--- config.mk ---
export PLATFORM = sky130hd
export DESIGN_NAME = cpu_fifo_port_mode_select
export DESIGN_NICKNAME = d
export VERILOG_FILES = /design/src/rtl/cpu_fifo_port_pkg.sv /design/src/rtl/cpu_byte_fifo.sv /design/src/rtl/cpu_fifo_port_mode_select.sv
export VERILOG_INCLUDE_DIRS = /design/src /design/src/rtl
export SDC_FILE = /design/constraint.sdc
export NUM_CORES = 1
export LEC_CHECK = 0
export ABC_AREA = 1
export ABC_CLOCK_PERIOD_IN_PS = 3200
export BUFFER_PORTS_ARGS = -buffer_cell sky130_fd_sc_hd__buf_2
export CORE_MARGIN = 4
export CORE_UTILIZATION = 38
export CTS_BUF_LIST = sky130_fd_sc_hd__clkbuf_4 sky130_fd_sc_hd__clkbuf_8 sky130_fd_sc_hd__clkbuf_16
export CTS_CLUSTER_SIZE = 30
export DETAILED_ROUTE_END_ITERATION = 16
export GPL_TIMING_DRIVEN = 0
export PLACE_DENSITY = 0.61
export SLEW_MARGIN = 40
export SYNTH_ARGS = -nofsm -noshare
export SYNTH_HDL_FRONTEND = slang
export SYNTH_SLANG_ARGS = --single-unit
--- constraint.sdc ---
create_clock -name hclk -period 3.2 [get_ports hclk]
set_input_delay 0.32 -clock hclk [delete_from_list [all_inputs] [get_ports hclk]]
set_output_delay 0.32 -clock hclk [all_outputs]
set_load 0.02 [all_outputs]
--- src/rtl/cpu_fifo_port_map.svh ---
/*
 * register indices, field positions, reset values and sizes of the cpu fifo
 * port block; assumes nothing beyond a single inclusion per unit
 */
`ifndef CPU_FIFO_PORT_MAP_SVH
`define CPU_FIFO_PORT_MAP_SVH

// register indices; byte address is four times the index
`define IDX_ROLE_SELECT      6'h1F
`define IDX_POP_PORT_A       6'h20
`define IDX_POP_PORT_B       6'h21
`define IDX_PUSH_PORT_A      6'h22
`define IDX_PUSH_PORT_B      6'h23
`define IDX_READABLE_HIGH    6'h24
`define IDX_READABLE_LOW     6'h25
`define IDX_FREE_HIGH        6'h26
`define IDX_FREE_LOW         6'h27

// address decode slices
`define ADDR_IDX_MSB         7
`define ADDR_IDX_LSB         2
`define ADDR_TOP_MSB         31
`define ADDR_TOP_LSB         8

// role select field
`define ROLE_BIT             0
`define ROLE_RESET           1'b0

// readable count high and low layout
`define READ_VALID_BIT       7
`define COUNT_HIGH_MSB       12
`define COUNT_HIGH_LSB       8
`define COUNT_LOW_MSB        7
`define COUNT_LOW_LSB        0

// fifo geometry (flip-flop storage)
`define FIFO_DEPTH           7'h40
`define FIFO_PTR_W           6
`define FIFO_CNT_W           7
`define COUNT_PAD            6'h00

// side of a 16-bit fifo word that each port byte carries
`define SIDE_A               1'b0
`define SIDE_B               1'b1

// ahb codes
`define HTRANS_NONSEQ_BIT    1
`define HRESP_OKAY           1'b0
`define BYTE_ZERO            8'h00
`define WORD_ZERO            32'h0000_0000

`endif

--- src/rtl/cpu_fifo_port_pkg.sv ---
/*
 * shared types of the cpu fifo port block; assumes the map header supplies
 * all numeric constants
 */
package cpu_fifo_port_pkg;

    typedef logic [7:0]  byte_t;
    typedef logic [31:0] word_t;
    typedef logic [12:0] count_t;
    typedef logic [5:0]  reg_idx_t;
    typedef logic [6:0]  fifo_cnt_t;

endpackage
--- src/rtl/cpu_byte_fifo.sv ---
/*
 * byte-wide fifo area held in flip-flops, with pointer parity outputs so the
 * port logic can see a byte boundary; assumes one clock, active-low async
 * reset and a clock enable that freezes everything
 */
`timescale 1ns/1ps
`default_nettype none
`include "cpu_fifo_port_map.svh"

module cpu_byte_fifo
    import cpu_fifo_port_pkg::*;
(
    input  wire logic                         hclk,
    input  wire logic                         hresetn,
    input  wire logic                         ce,
    input  wire logic                         push,
    input  wire cpu_fifo_port_pkg::byte_t     push_data,
    input  wire logic                         pop,
    output cpu_fifo_port_pkg::byte_t          head_data,
    output cpu_fifo_port_pkg::fifo_cnt_t      count,
    output logic                              full,
    output logic                              empty,
    output logic                              rd_parity,
    output logic                              wr_parity
);

    byte_t                     mem_r [`FIFO_DEPTH];
    logic [`FIFO_PTR_W-1:0]    rptr_r;
    logic [`FIFO_PTR_W-1:0]    wptr_r;
    fifo_cnt_t                 count_r;
    logic                      do_push;
    logic                      do_pop;

    // refuse a push when full and a pop when empty so pointers never pass
    assign do_push = push && !full;
    assign do_pop  = pop && !empty;

    // storage written by index; no reset, contents are don't care until pushed
    always_ff @(posedge hclk)
    begin
        if (ce && do_push)
        begin
            mem_r[wptr_r] <= push_data;
        end
    end

    // pointers wrap naturally at the power-of-two depth
    always_ff @(posedge hclk or negedge hresetn)
    begin
        if (!hresetn)
        begin
            rptr_r <= '0;
            wptr_r <= '0;
        end
        else if (ce)
        begin
            if (do_push)
            begin
                wptr_r <= wptr_r + 1'b1;
            end
            if (do_pop)
            begin
                rptr_r <= rptr_r + 1'b1;
            end
        end
    end

    // fill level; simultaneous push and pop leaves it unchanged
    always_ff @(posedge hclk or negedge hresetn)
    begin
        if (!hresetn)
        begin
            count_r <= '0;
        end
        else if (ce && (do_push != do_pop))
        begin
            count_r <= do_push ? count_r + 1'b1 : count_r - 1'b1;
        end
    end

    assign head_data = mem_r[rptr_r];
    assign count     = count_r;
    assign full      = (count_r == `FIFO_DEPTH);
    assign empty     = (count_r == '0);
    assign rd_parity = rptr_r[0];
    assign wr_parity = wptr_r[0];

endmodule

`default_nettype wire

--- src/rtl/cpu_fifo_port_mode_select.sv ---
/*
 * cpu-facing fifo data ports and host/device role select, reached as an
 * ahb-lite slave; one fifo area is joined for popping (filled by the usb
 * engine) and one for pushing (drained by the usb engine).
 * assumes the join configuration lives elsewhere and arrives as two levels,
 * and that the sleep level comes from the power controller.
 */
`timescale 1ns/1ps
`default_nettype none
`include "cpu_fifo_port_map.svh"

// Summary of operation
// - role select bit 0 picks the role: 0 peripheral, 1 host.
// - role select stays readable, writable and effective during sleep.
// - role 0 runs shared and peripheral engine clocks, stops host engine clock.
// - role 1 runs shared and host engine clocks, stops peripheral engine clock.
// - pop port reads return data from the fifo area joined for reading.
// - at a byte boundary only one pop port byte carries valid data.
// - push port writes store data into the fifo area joined for writing.
// - at a byte boundary only one push port byte is stored.
// - readable count split high/low; read high first, low is a snapshot.
module cpu_fifo_port_mode_select
    import cpu_fifo_port_pkg::*;
(
    input  wire logic                         hclk,
    input  wire logic                         hresetn,
    input  wire logic                         ce,
    input  wire logic                         hsel,
    input  wire cpu_fifo_port_pkg::word_t     haddr,
    input  wire logic [1:0]                   htrans,
    input  wire logic                         hwrite,
    input  wire logic [2:0]                   hsize,
    input  wire logic                         hready,
    input  wire cpu_fifo_port_pkg::word_t     hwdata,
    output cpu_fifo_port_pkg::word_t          hrdata,
    output logic                              hreadyout,
    output logic                              hresp,
    input  wire logic                         sleep_mode,
    input  wire logic                         cpu_pop_attach,
    input  wire logic                         cpu_push_attach,
    output logic                              role_is_host,
    output logic                              shared_clk_en,
    output logic                              device_clk_en,
    output logic                              host_clk_en,
    input  wire logic                         eng_in_valid,
    input  wire cpu_fifo_port_pkg::byte_t     eng_in_data,
    output logic                              eng_in_ready,
    output logic                              eng_out_valid,
    output cpu_fifo_port_pkg::byte_t          eng_out_data,
    input  wire logic                         eng_out_ready
);

    import cpu_fifo_port_pkg::*;

    // bus phase state
    logic                 addr_take;
    reg_idx_t             addr_idx;
    logic                 addr_mapped;
    logic                 wr_pend_r;
    reg_idx_t             wr_idx_r;
    word_t                hrdata_r;

    // software-visible state
    logic                 role_r;
    byte_t                readable_low_snap_r;
    byte_t                free_low_snap_r;

    // fifo attachments
    byte_t                pop_head;
    fifo_cnt_t            pop_cnt;
    logic                 pop_full;
    logic                 pop_empty;
    logic                 pop_parity;
    logic                 pop_strobe;
    byte_t                push_head;
    fifo_cnt_t            push_cnt;
    logic                 push_full;
    logic                 push_empty;
    logic                 push_parity;
    logic                 push_strobe;
    logic                 eng_pop;

    // derived counts
    count_t               readable_count;
    count_t               free_count;
    fifo_cnt_t            free_small;

    // read side of the address phase
    logic                 rd_take;
    byte_t                rd_byte;
    logic                 pop_port_hit;
    logic                 pop_side;

    // push side of the data phase
    logic                 wr_commit;
    logic                 push_port_hit;
    logic                 push_side;

    // true when a port side may move a byte: fifo attached, not in sleep,
    // a byte or free slot available, and the pointer parity matches the side, so a boundary leaves the
    // other side idle
    function automatic logic side_ok(input logic attach,
                                     input logic asleep,
                                     input logic avail,
                                     input logic parity,
                                     input logic side);
        side_ok = attach && !asleep && avail && (parity == side);
    endfunction

    // index decode shared by the read mux and the write commit
    function automatic logic idx_mapped(input reg_idx_t idx);
        idx_mapped = (idx == `IDX_ROLE_SELECT) ||
                     ((idx >= `IDX_POP_PORT_A) && (idx <= `IDX_FREE_LOW));
    endfunction

    // address phase is accepted only while the bus is ready and clocks run
    assign addr_idx    = haddr[`ADDR_IDX_MSB:`ADDR_IDX_LSB];
    assign addr_mapped = (haddr[`ADDR_TOP_MSB:`ADDR_TOP_LSB] == '0) && idx_mapped(addr_idx);
    assign addr_take   = ce && hsel && hready && htrans[`HTRANS_NONSEQ_BIT];
    assign rd_take     = addr_take && !hwrite && addr_mapped;

    // zero wait states; a frozen block stalls the bus instead of losing a beat
    assign hreadyout = ce;
    assign hresp     = `HRESP_OKAY;
    assign hrdata    = hrdata_r;

    // pop port decode: side a is the even byte of a fifo word, side b the odd
    assign pop_port_hit = rd_take &&
                          ((addr_idx == `IDX_POP_PORT_A) || (addr_idx == `IDX_POP_PORT_B));
    assign pop_side     = (addr_idx == `IDX_POP_PORT_B) ? `SIDE_B : `SIDE_A;
    assign pop_strobe   = pop_port_hit &&
                          side_ok(cpu_pop_attach, sleep_mode, !pop_empty,
                                  pop_parity, pop_side);

    // count views; the readable high byte carries the valid flag from the join, the free high byte has none
    assign readable_count = {`COUNT_PAD, pop_cnt};
    assign free_small     = `FIFO_DEPTH - push_cnt;
    assign free_count     = {`COUNT_PAD, free_small};

    // read mux evaluated at the address edge; reserved bits read zero
    always_comb
    begin
        rd_byte = `BYTE_ZERO;
        unique case (addr_idx)
            `IDX_ROLE_SELECT:
            begin
                rd_byte[`ROLE_BIT] = role_r;
            end
            `IDX_POP_PORT_A,
            `IDX_POP_PORT_B:
            begin
                rd_byte = pop_strobe ? pop_head : `BYTE_ZERO;
            end
            `IDX_READABLE_HIGH:
            begin
                rd_byte[`READ_VALID_BIT] = cpu_pop_attach;
                rd_byte[`COUNT_HIGH_MSB-`COUNT_HIGH_LSB:0] =
                    readable_count[`COUNT_HIGH_MSB:`COUNT_HIGH_LSB];
            end
            `IDX_READABLE_LOW:
            begin
                rd_byte = readable_low_snap_r;
            end
            `IDX_FREE_HIGH:
            begin
                rd_byte[`COUNT_HIGH_MSB-`COUNT_HIGH_LSB:0] =
                    free_count[`COUNT_HIGH_MSB:`COUNT_HIGH_LSB];
            end
            `IDX_FREE_LOW:
            begin
                rd_byte = free_low_snap_r;
            end
            default:
            begin
                rd_byte = `BYTE_ZERO;
            end
        endcase
    end

    // read data register; unmapped and write phases return zero
    always_ff @(posedge hclk or negedge hresetn)
    begin
        if (!hresetn)
        begin
            hrdata_r <= `WORD_ZERO;
        end
        else if (addr_take)
        begin
            hrdata_r <= rd_take ? {24'h00_0000, rd_byte} : `WORD_ZERO;
        end
    end

    // low halves are latched when the high half is read, so a pair taken high
    // first is coherent even while the engine keeps moving bytes; reading the
    // low half alone returns whatever was last latched
    always_ff @(posedge hclk or negedge hresetn)
    begin
        if (!hresetn)
        begin
            readable_low_snap_r <= `BYTE_ZERO;
            free_low_snap_r     <= `BYTE_ZERO;
        end
        else if (rd_take)
        begin
            if (addr_idx == `IDX_READABLE_HIGH)
            begin
                readable_low_snap_r <= readable_count[`COUNT_LOW_MSB:`COUNT_LOW_LSB];
            end
            if (addr_idx == `IDX_FREE_HIGH)
            begin
                free_low_snap_r <= free_count[`COUNT_LOW_MSB:`COUNT_LOW_LSB];
            end
        end
    end

    // write address captured in the address phase, committed in the data phase
    always_ff @(posedge hclk or negedge hresetn)
    begin
        if (!hresetn)
        begin
            wr_pend_r <= 1'b0;
            wr_idx_r  <= '0;
        end
        else if (ce && hready)
        begin
            wr_pend_r <= addr_take && hwrite && addr_mapped;
            wr_idx_r  <= addr_idx;
        end
    end

    assign wr_commit = ce && hready && wr_pend_r;

    // role select is deliberately not gated by sleep: software must be able
    // to pick the role before waking the engines
    always_ff @(posedge hclk or negedge hresetn)
    begin
        if (!hresetn)
        begin
            role_r <= `ROLE_RESET;
        end
        else if (wr_commit && (wr_idx_r == `IDX_ROLE_SELECT))
        begin
            role_r <= hwdata[`ROLE_BIT];
        end
    end

    // push port decode in the data phase, using the live write pointer parity
    assign push_port_hit = wr_commit &&
                           ((wr_idx_r == `IDX_PUSH_PORT_A) || (wr_idx_r == `IDX_PUSH_PORT_B));
    assign push_side     = (wr_idx_r == `IDX_PUSH_PORT_B) ? `SIDE_B : `SIDE_A;
    assign push_strobe   = push_port_hit &&
                           side_ok(cpu_push_attach, sleep_mode, !push_full,
                                   push_parity, push_side);

    // clock enables for the engines; the shared block never stops
    assign role_is_host  = role_r;
    assign shared_clk_en = 1'b1;
    assign device_clk_en = !role_r;
    assign host_clk_en   = role_r;

    // engine side handshakes; back-pressure reaches the engine through ready
    assign eng_in_ready  = !pop_full;
    assign eng_out_valid = !push_empty;
    assign eng_pop       = eng_out_ready && !push_empty;

    // engine output byte is not registered: the data port is the push area head,
    // read combinationally by pointer; the fifo memory itself is flip-flop storage
    assign eng_out_data  = push_head;

    // area filled by the engine and drained through the pop ports
    cpu_byte_fifo u_pop_area
    (
        .hclk      (hclk),
        .hresetn   (hresetn),
        .ce        (ce),
        .push      (eng_in_valid),
        .push_data (eng_in_data),
        .pop       (pop_strobe),
        .head_data (pop_head),
        .count     (pop_cnt),
        .full      (pop_full),
        .empty     (pop_empty),
        .rd_parity (pop_parity),
        .wr_parity ()
    );

    // area filled through the push ports and drained by the engine
    cpu_byte_fifo u_push_area
    (
        .hclk      (hclk),
        .hresetn   (hresetn),
        .ce        (ce),
        .push      (push_strobe),
        .push_data (hwdata[`COUNT_LOW_MSB:`COUNT_LOW_LSB]),
        .pop       (eng_pop),
        .head_data (push_head),
        .count     (push_cnt),
        .full      (push_full),
        .empty     (push_empty),
        .rd_parity (),
        .wr_parity (push_parity)
    );

endmodule

`default_nettype wire

# Word level (Yosys, flattened, before mapping)
# Memories as Yosys holds them, arrays and structs flattened.
# Cells that the tools add are included.
op_classes:
  n_lt_le_gt_ge: 2
  addsub: 9
  n_eq_ne: 16
  reduce_logical: 51
  muxes: 14
ops:
  columns: ["operator", "count"]
  rows:
  - ["$eq 6x6->1 const B", 8]
  - ["$logic_and 1x1->1", 31]
  - ["$add 6x1->6 const B", 4]
  - ["$logic_not 24->1", 1]
  - ["$mux 8", 2]
  - ["$add 7x1->7 const B", 2]
  - ["$eq 7x7->1 const B", 2]
  - ["$logic_not 7->1", 2]
  - ["$mux 7", 2]
  - ["$sub 7x1->7 const B", 2]
  - ["$eq 6x5->1 const B", 2]
  - ["$pmux 4 s3", 1]
  - ["$reduce_and 2->1", 6]
  - ["$logic_not 1->1", 7]
  - ["$sub 7x7->7 const A", 1]
  - ["$ge 6x6->1 const B", 1]
  - ["$le 6x6->1 const B", 1]
  - ["$mux 1", 6]
  - ["$pmux 2 s3", 1]
  - ["$pmux 1 s4", 1]
  - ["$logic_or 1x1->1", 3]
  - ["$eq 1x1->1", 2]
  - ["$ne 1x1->1", 2]
  - ["$pmux 1 s2", 1]
  - ["$reduce_or 2->1", 1]
word_totals:
  ramBits: 1024
  memories: 2
  register_bits: 92
  wordCells: 106
  inputBits: 88
memory_table:
  columns: ["name", "words", "word_bits", "read_ports", "rd_clocked_by_memory_dff", "wr", "line", "rtl"]
  rows:
  - ["u_pop_area.mem_r", 64, 8, 1, 0, 1, "cpu_byte_fifo.sv:27", "byte_t mem_r [`FIFO_DEPTH];"]
  - ["u_push_area.mem_r", 64, 8, 1, 0, 1, "cpu_byte_fifo.sv:27", null]

# Logic depth before layout (Yosys ltp)
logic_depth:
  word_depth: 10
  depth_mapped: 16
  ltp_nobuf: 16

# Cells and area by module
# From an unflattened synthesis, not the netlist that was laid out.
unflattened:
  hier_cells: 4499
  area_unflattened_um2: 47465.5
by_module_without_submodules:
  columns: ["module", "seq_area_each_um2", "cells_per_inst", "instances", "area_each_um2"]
  rows:
  - ["cpu_byte_fifo (u_push_area)", 15850.2, 2111, 1, 22734.3]
  - ["cpu_byte_fifo (u_pop_area)", 15850.2, 2111, 1, 22729.3]
  - ["cpu_fifo_port_mode_select", 750.7, 277, 1, 2001.9]

# Least setup slack after synthesis
# Ideal clock, no wire load.
synth_timing:
  path_type: "reg-to-reg"
  from: "reg u_push_area.count_r[0], in the netlist u_push_area.count[0]"
  to: "reg u_push_area.count_r[6], in the netlist u_push_area.count[6]"
  n_path_buf: 0
  slack_ns: 0.677
  stages_incl_launch_ff: 17
  t_arrival_ns: 2.406
  cell_sequence: "dfrtp_1 inv_1 ha_1 nand2_1 nor3_2 nand2_1 nand2_2 inv_1 fa_1 o21ai_0 a21oi_1 nor2_1 nor2_1 nand2_1 nand3_1 nand2_1 nand2_1"
synth_via:
  elab_chain_cells: 8
synth_rtl:
  columns: ["item", "line", "rtl"]
  rows:
  - ["start, declared", "cpu_byte_fifo.sv:30", "fifo_cnt_t count_r;"]
  - ["start signal, assigned", "cpu_byte_fifo.sv:77", "count_r <= do_push ? count_r + 1'b1 : count_r - 1'b1;"]
  - ["$eq 7x7->1 (no line)", null, null]
  - ["$logic_not 1->1", "cpu_byte_fifo.sv:35, cpu_fifo_port_mode_select.sv:252", null]
  - ["$logic_and 1x1->1 (2 in a row)", "cpu_fifo_port_mode_select.sv:107", "side_ok = attach && !asleep && avail && (parity == side);"]
  - ["$logic_and 1x1->1", "cpu_fifo_port_mode_select.sv:251", "assign push_strobe = push_port_hit &&"]
  - ["$logic_and 1x1->1", "cpu_byte_fifo.sv:35", "assign do_push = push && !full;"]
  - ["$ne 1x1->1", "cpu_byte_fifo.sv:75", "else if (ce && (do_push != do_pop))"]
  - ["$logic_and 1x1->1", "cpu_byte_fifo.sv:75", null]
# Several ways; a longest one is shown, not always the timed one.
# A chain may end at the register's enable or synchronous reset.

# Worst setup path in the final report
layout_timing:
  from: "reg u_push_area.wptr_r[0]"
  to: "mem u_push_area.mem_r[26][6] (netlist name), enable pin"
layout_via:
  elab_chain_cells: 7
layout_rtl:
  columns: ["item", "line", "rtl"]
  rows:
  - ["start, declared", "cpu_byte_fifo.sv:29", "logic [`FIFO_PTR_W-1:0] wptr_r;"]
  - ["start signal, assigned", "cpu_byte_fifo.sv:59", "wptr_r <= wptr_r + 1'b1;"]
  - ["$eq 1x1->1", "cpu_fifo_port_mode_select.sv:107", null]
  - ["$logic_and 1x1->1", "cpu_fifo_port_mode_select.sv:107", null]
  - ["$logic_and 1x1->1", "cpu_fifo_port_mode_select.sv:251", null]
  - ["$logic_and 1x1->1", "cpu_byte_fifo.sv:35", null]
  - ["$logic_and 1x1->1", "cpu_byte_fifo.sv:41", "if (ce && do_push)"]
  - ["$mux 1", "cpu_byte_fifo.sv:41", null]
  - ["$mux 1 (implied by the code)", "cpu_byte_fifo.sv:43", "mem_r[wptr_r] <= push_data;"]
  - ["end, declared", "cpu_byte_fifo.sv:27", null]
# Several ways; a longest one is shown, not always the timed one.

==> results.py <==
metrics = {
    "clock_network": {
        "root_buffer": "clkbuf_16",
        "htreeDepth": 3,
        "clock_sinks": 1092,
        "clockBufferDepth": 3,
        "cts_buffers": 111,
        "insertion_delay_ns": 0.71,
        "clkTransAtPathRegs_ns": 0.06,
        "cts_tree": "done",
    },
    "routing": {
        "remaining_drc_errors": 0,
        "first_pass_iters": 6,
        "dr.max_layer_used": "met5",
        "via_per_inst": 5.611,
        "wl_met1_um": 57340,
        "wl_um": 143600,
        "wl_per_cell_um": 25.27,
        "route.met3.wl_um": 16430,
        "ant_nets": 0,
        "drtIter0Drc": 4651,
        "wl_met2_um": 64080,
        "num_vias": 31887,
    },
    "placement": {
        "pre_cts_ws_ns": -0.3688,
        "port_buffers": 79,
        "gp_congestion": 0.9384,
        "dpl-instance-area_um2": 47520,
        "place_inst": 5421,
        "dpl.hpwl_um": 91870,
    },
    "timing": {
        "setup_tns_ns": -27.33,
        "max-slew-margin-rel_pct": 36.09,
        "worst_slack_ns": -0.2506,
        "rsz0062_at_grt": "yes",
        "setup_viol": 278,
        "finalCritPeriodShare_pct": 107.8,
        "hold_slack_ns": 0.03419,
        "slew_violations": 0,
        "worstMarginPinSlew_ns": 0.9560,
        "finalHoldViolCount": 0,
        "max_freq_ghz": 0.2898,
        "skew_ns": 0.03491,
        "layout_min_cycle_time_ns": 3.451,
    },
    "layout": {
        "fin_area_um2": 53460,
        "drive_above_1_share_pct": 16.89,
        "fill_cells": 10326,
        "seq_area_um2": 32450,
        "nets": 4170,
        "multi_input_area_um2": 12120,
        "final_util_pct": 45.76,
        "stdcell_count": 5683,
        "syn_to_final_growth_pct": 19.01,
    },
    "grt": {
        "grt_max_degree": 66,
        "grt-ovfl-total": 0,
        "gr-usage-all-layers_pct": 22.62,
        "grt_pass1_wl_um": 204200,
        "antenna_found_initial": 4,
        "first_global_vias": 29555,
    },
    "power": {
        "vdd_drop_max_mv": 0.5466,
        "combinationalPowerShare_pct": 28.1,
        "seq_power_share_pct": 39.8,
        "clkPwrFrac_pct": 32.2,
        "power_density_nw_per_um2": 760.9,
        "p_total_mw": 40.68,
        "p_sw_share_pct": 33.26,
        "p_int_mw": 27.15,
        "power.switching_mw": 13.53,
        "leakage_nw": 18.53,
    },
    "worst_setup_path": {
        "rrSetupSlack_ns": -0.25,
        "cp.arrival_ns": 3.78,
        "cp-startpoint": "u_push_area.wptr_r[0]$_DFFE_PN0P_",
        "start_kind": "register",
        "path_max_fanout": 12,
        "endpoint": "u_push_area.mem_r[26][6]$_DFFE_PP_",
        "reg2regPathDepth": 7,
        "required_ns": 3.53,
        "timing.rr.end": "u_push_area.mem_r[26][6]$_DFFE_PP_",
        "path_class": "register to register",
        "rr_startpoint": "u_push_area.wptr_r[0]$_DFFE_PN0P_",
        "end_kind": "register",
    },
    "floorplanning": {
        "io_pins": 136,
        "die_h_um": 351.8,
        "fp.dieArea_um2": 123800,
        "die_x_um": 351.8,
        "core_region_area_um2": 116800,
        "start_util_pct": 38.45,
        "rows": 125,
    },
    "yosys": {
        "synth_area_um2": 44920,
        "synth_cell_types": 38,
        "synthTopCellsByCount": "edfxtp_1, nand2_1, nand3_1",
        "synth_flop_cell": "edfxtp_1",
        "yosysSeqAreaShare_pct": 72.25,
        "async_reset_ff_share_pct": 6.227,
        "yosys.area.top_type_share_pct": 68.46,
        "syn_inst": 3792,
        "synth-seq-cells": 1092,
        "synth_top_area_cell": "edfxtp_1",
        "yosys_warnings": 0,
        "synth_most_common_cell": "edfxtp_1",
        "avgSynthCellArea_um2": 11.85,
        "synth_area_leaders": "edfxtp_1, nand2_1, nand3_1, nor2_1, dfrtp_1",
        "synth-edff-count": 1024,
    },
    "status": {
        "status": "complete, but fails checks",
        "violations": "negative setup slack",
    },
    "worst_hold_path": {
        "min_path_type": "input port to register",
    },
    "job": {
        "maxCapViolations": 0,
    },
}
-- worst min path at each step --
stage	from	to	slack, ns	cells after the start
floorplan	hresetn	free_low_snap_r[0]$_DFFE_PN0P_	0.02	0
global placement	readable_low_snap_r[5]$_DFFE_PN0P_	readable_low_snap_r[5]$_DFFE_PN0P_	0.46	2
detailed placement	hresetn	u_pop_area.count[5]$_DFFE_PN0P_	0.18	1
CTS	htrans[1]	hrdata[7]$_DFFE_PN0N_	0.004	4
global route	htrans[1]	hrdata[1]$_DFFE_PN0N_	0.03	4
finish	htrans[1]	hrdata[1]$_DFFE_PN0N_	0.03	4
-- layout make-up --
cell class	instances	area share (%)
flip-flops and latches	1092	60.71
multi-input cells	2398	22.68
clock buffers	148	5.851
well taps	1524	3.567
plain buffers	244	3.316
repair buffers	138	2.254
clock inverters	57	1.039
inverters	80	0.5758
diodes	2	0.009362
-- power groups by stage --
stage               Clock [mW]  Sequential [mW]  Combinational (mW)
floorplan                    0             16.4                4.79
global placement             0             16.4                8.78
detailed placement           0             16.4                8.90
CTS                       13.1             16.1                10.4
global route              13.8             16.2                11.8
finish                    13.1             16.2                11.4
-- flip-flops by register name, indices dropped and copies added, names as in the netlist --
register / count
u_pop_area.mem_r: 512
u_push_area.wptr_r: 6
u_push_area.mem_r: 512
u_pop_area.count: 7
u_pop_area.wptr_r: 6
hrdata: 8
host_clk_en: 1
u_pop_area.rptr_r: 6
readable_low_snap_r: 7
wr_pend_r: 1
u_push_area.count: 7
u_push_area.rptr_r: 6
wr_idx_r: 6
free_low_snap_r: 7
-- routing by layer --
metal	global-route usage, %	vias to the layer above
li1	-	14073
met1	31.84	15581
met2	34.57	1906
met3	4.807	325
met4	8.580	2
met5	0	-
-- kinds of logic (layout without fill, tap and decap cells) --
group | Yosys count | after routing | synth area share, %
buffers and inverters | 326 | 667 | 3.198
flip-flops | 1092 | 1092 | 72.25
AO/OA/AOI/OAI | 495 | 495 | 6.262
other | 2 | 28 | 0.01672
XOR/XNOR | 31 | 31 | 0.6045
adder cells (fa/ha/maj) | 17 | 17 | 0.5070
AND/OR/NAND/NOR | 1829 | 1829 | 17.17
-- repair_timing --
action / CTS / global route
buffers inserted: 17 / 19
setup endpoints to repair: 833 / 775
gates cloned: 1 / 5
hold buffers: 15 / 0
hold endpoints to repair: 80 / 0
gates resized for setup: 336 / 126
pin swaps: 41 / 52
-- cells in the final DEF, fill, tap and decap left out, drive strengths merged, types with 23 or more instances in the layout --
master	Yosys	layout
a21oi	50	50
buf	123	246
clkbuf	123	270
clkinv	4	49
conb	2	26
dfrtp	68	68
edfxtp	1024	1024
inv	76	79
nand2	820	820
nand3	483	483
nand4	41	41
nor2	475	475
o211ai	43	43
o21ai	295	295
o221ai	23	23
o22ai	78	78
xor2	26	26
-- critical path, stage by stage, from the launching register on --
cell and delay, ns:
dfrtp_1 0.48, inv_1 0.27, o211ai_1 0.12, nor2_1 0.26, nand2_4 0.20, nor2_1 0.46
nand3_2 0.69, nor2_4 0.58
No activity file was read; power rests on OpenSTA's default activity.
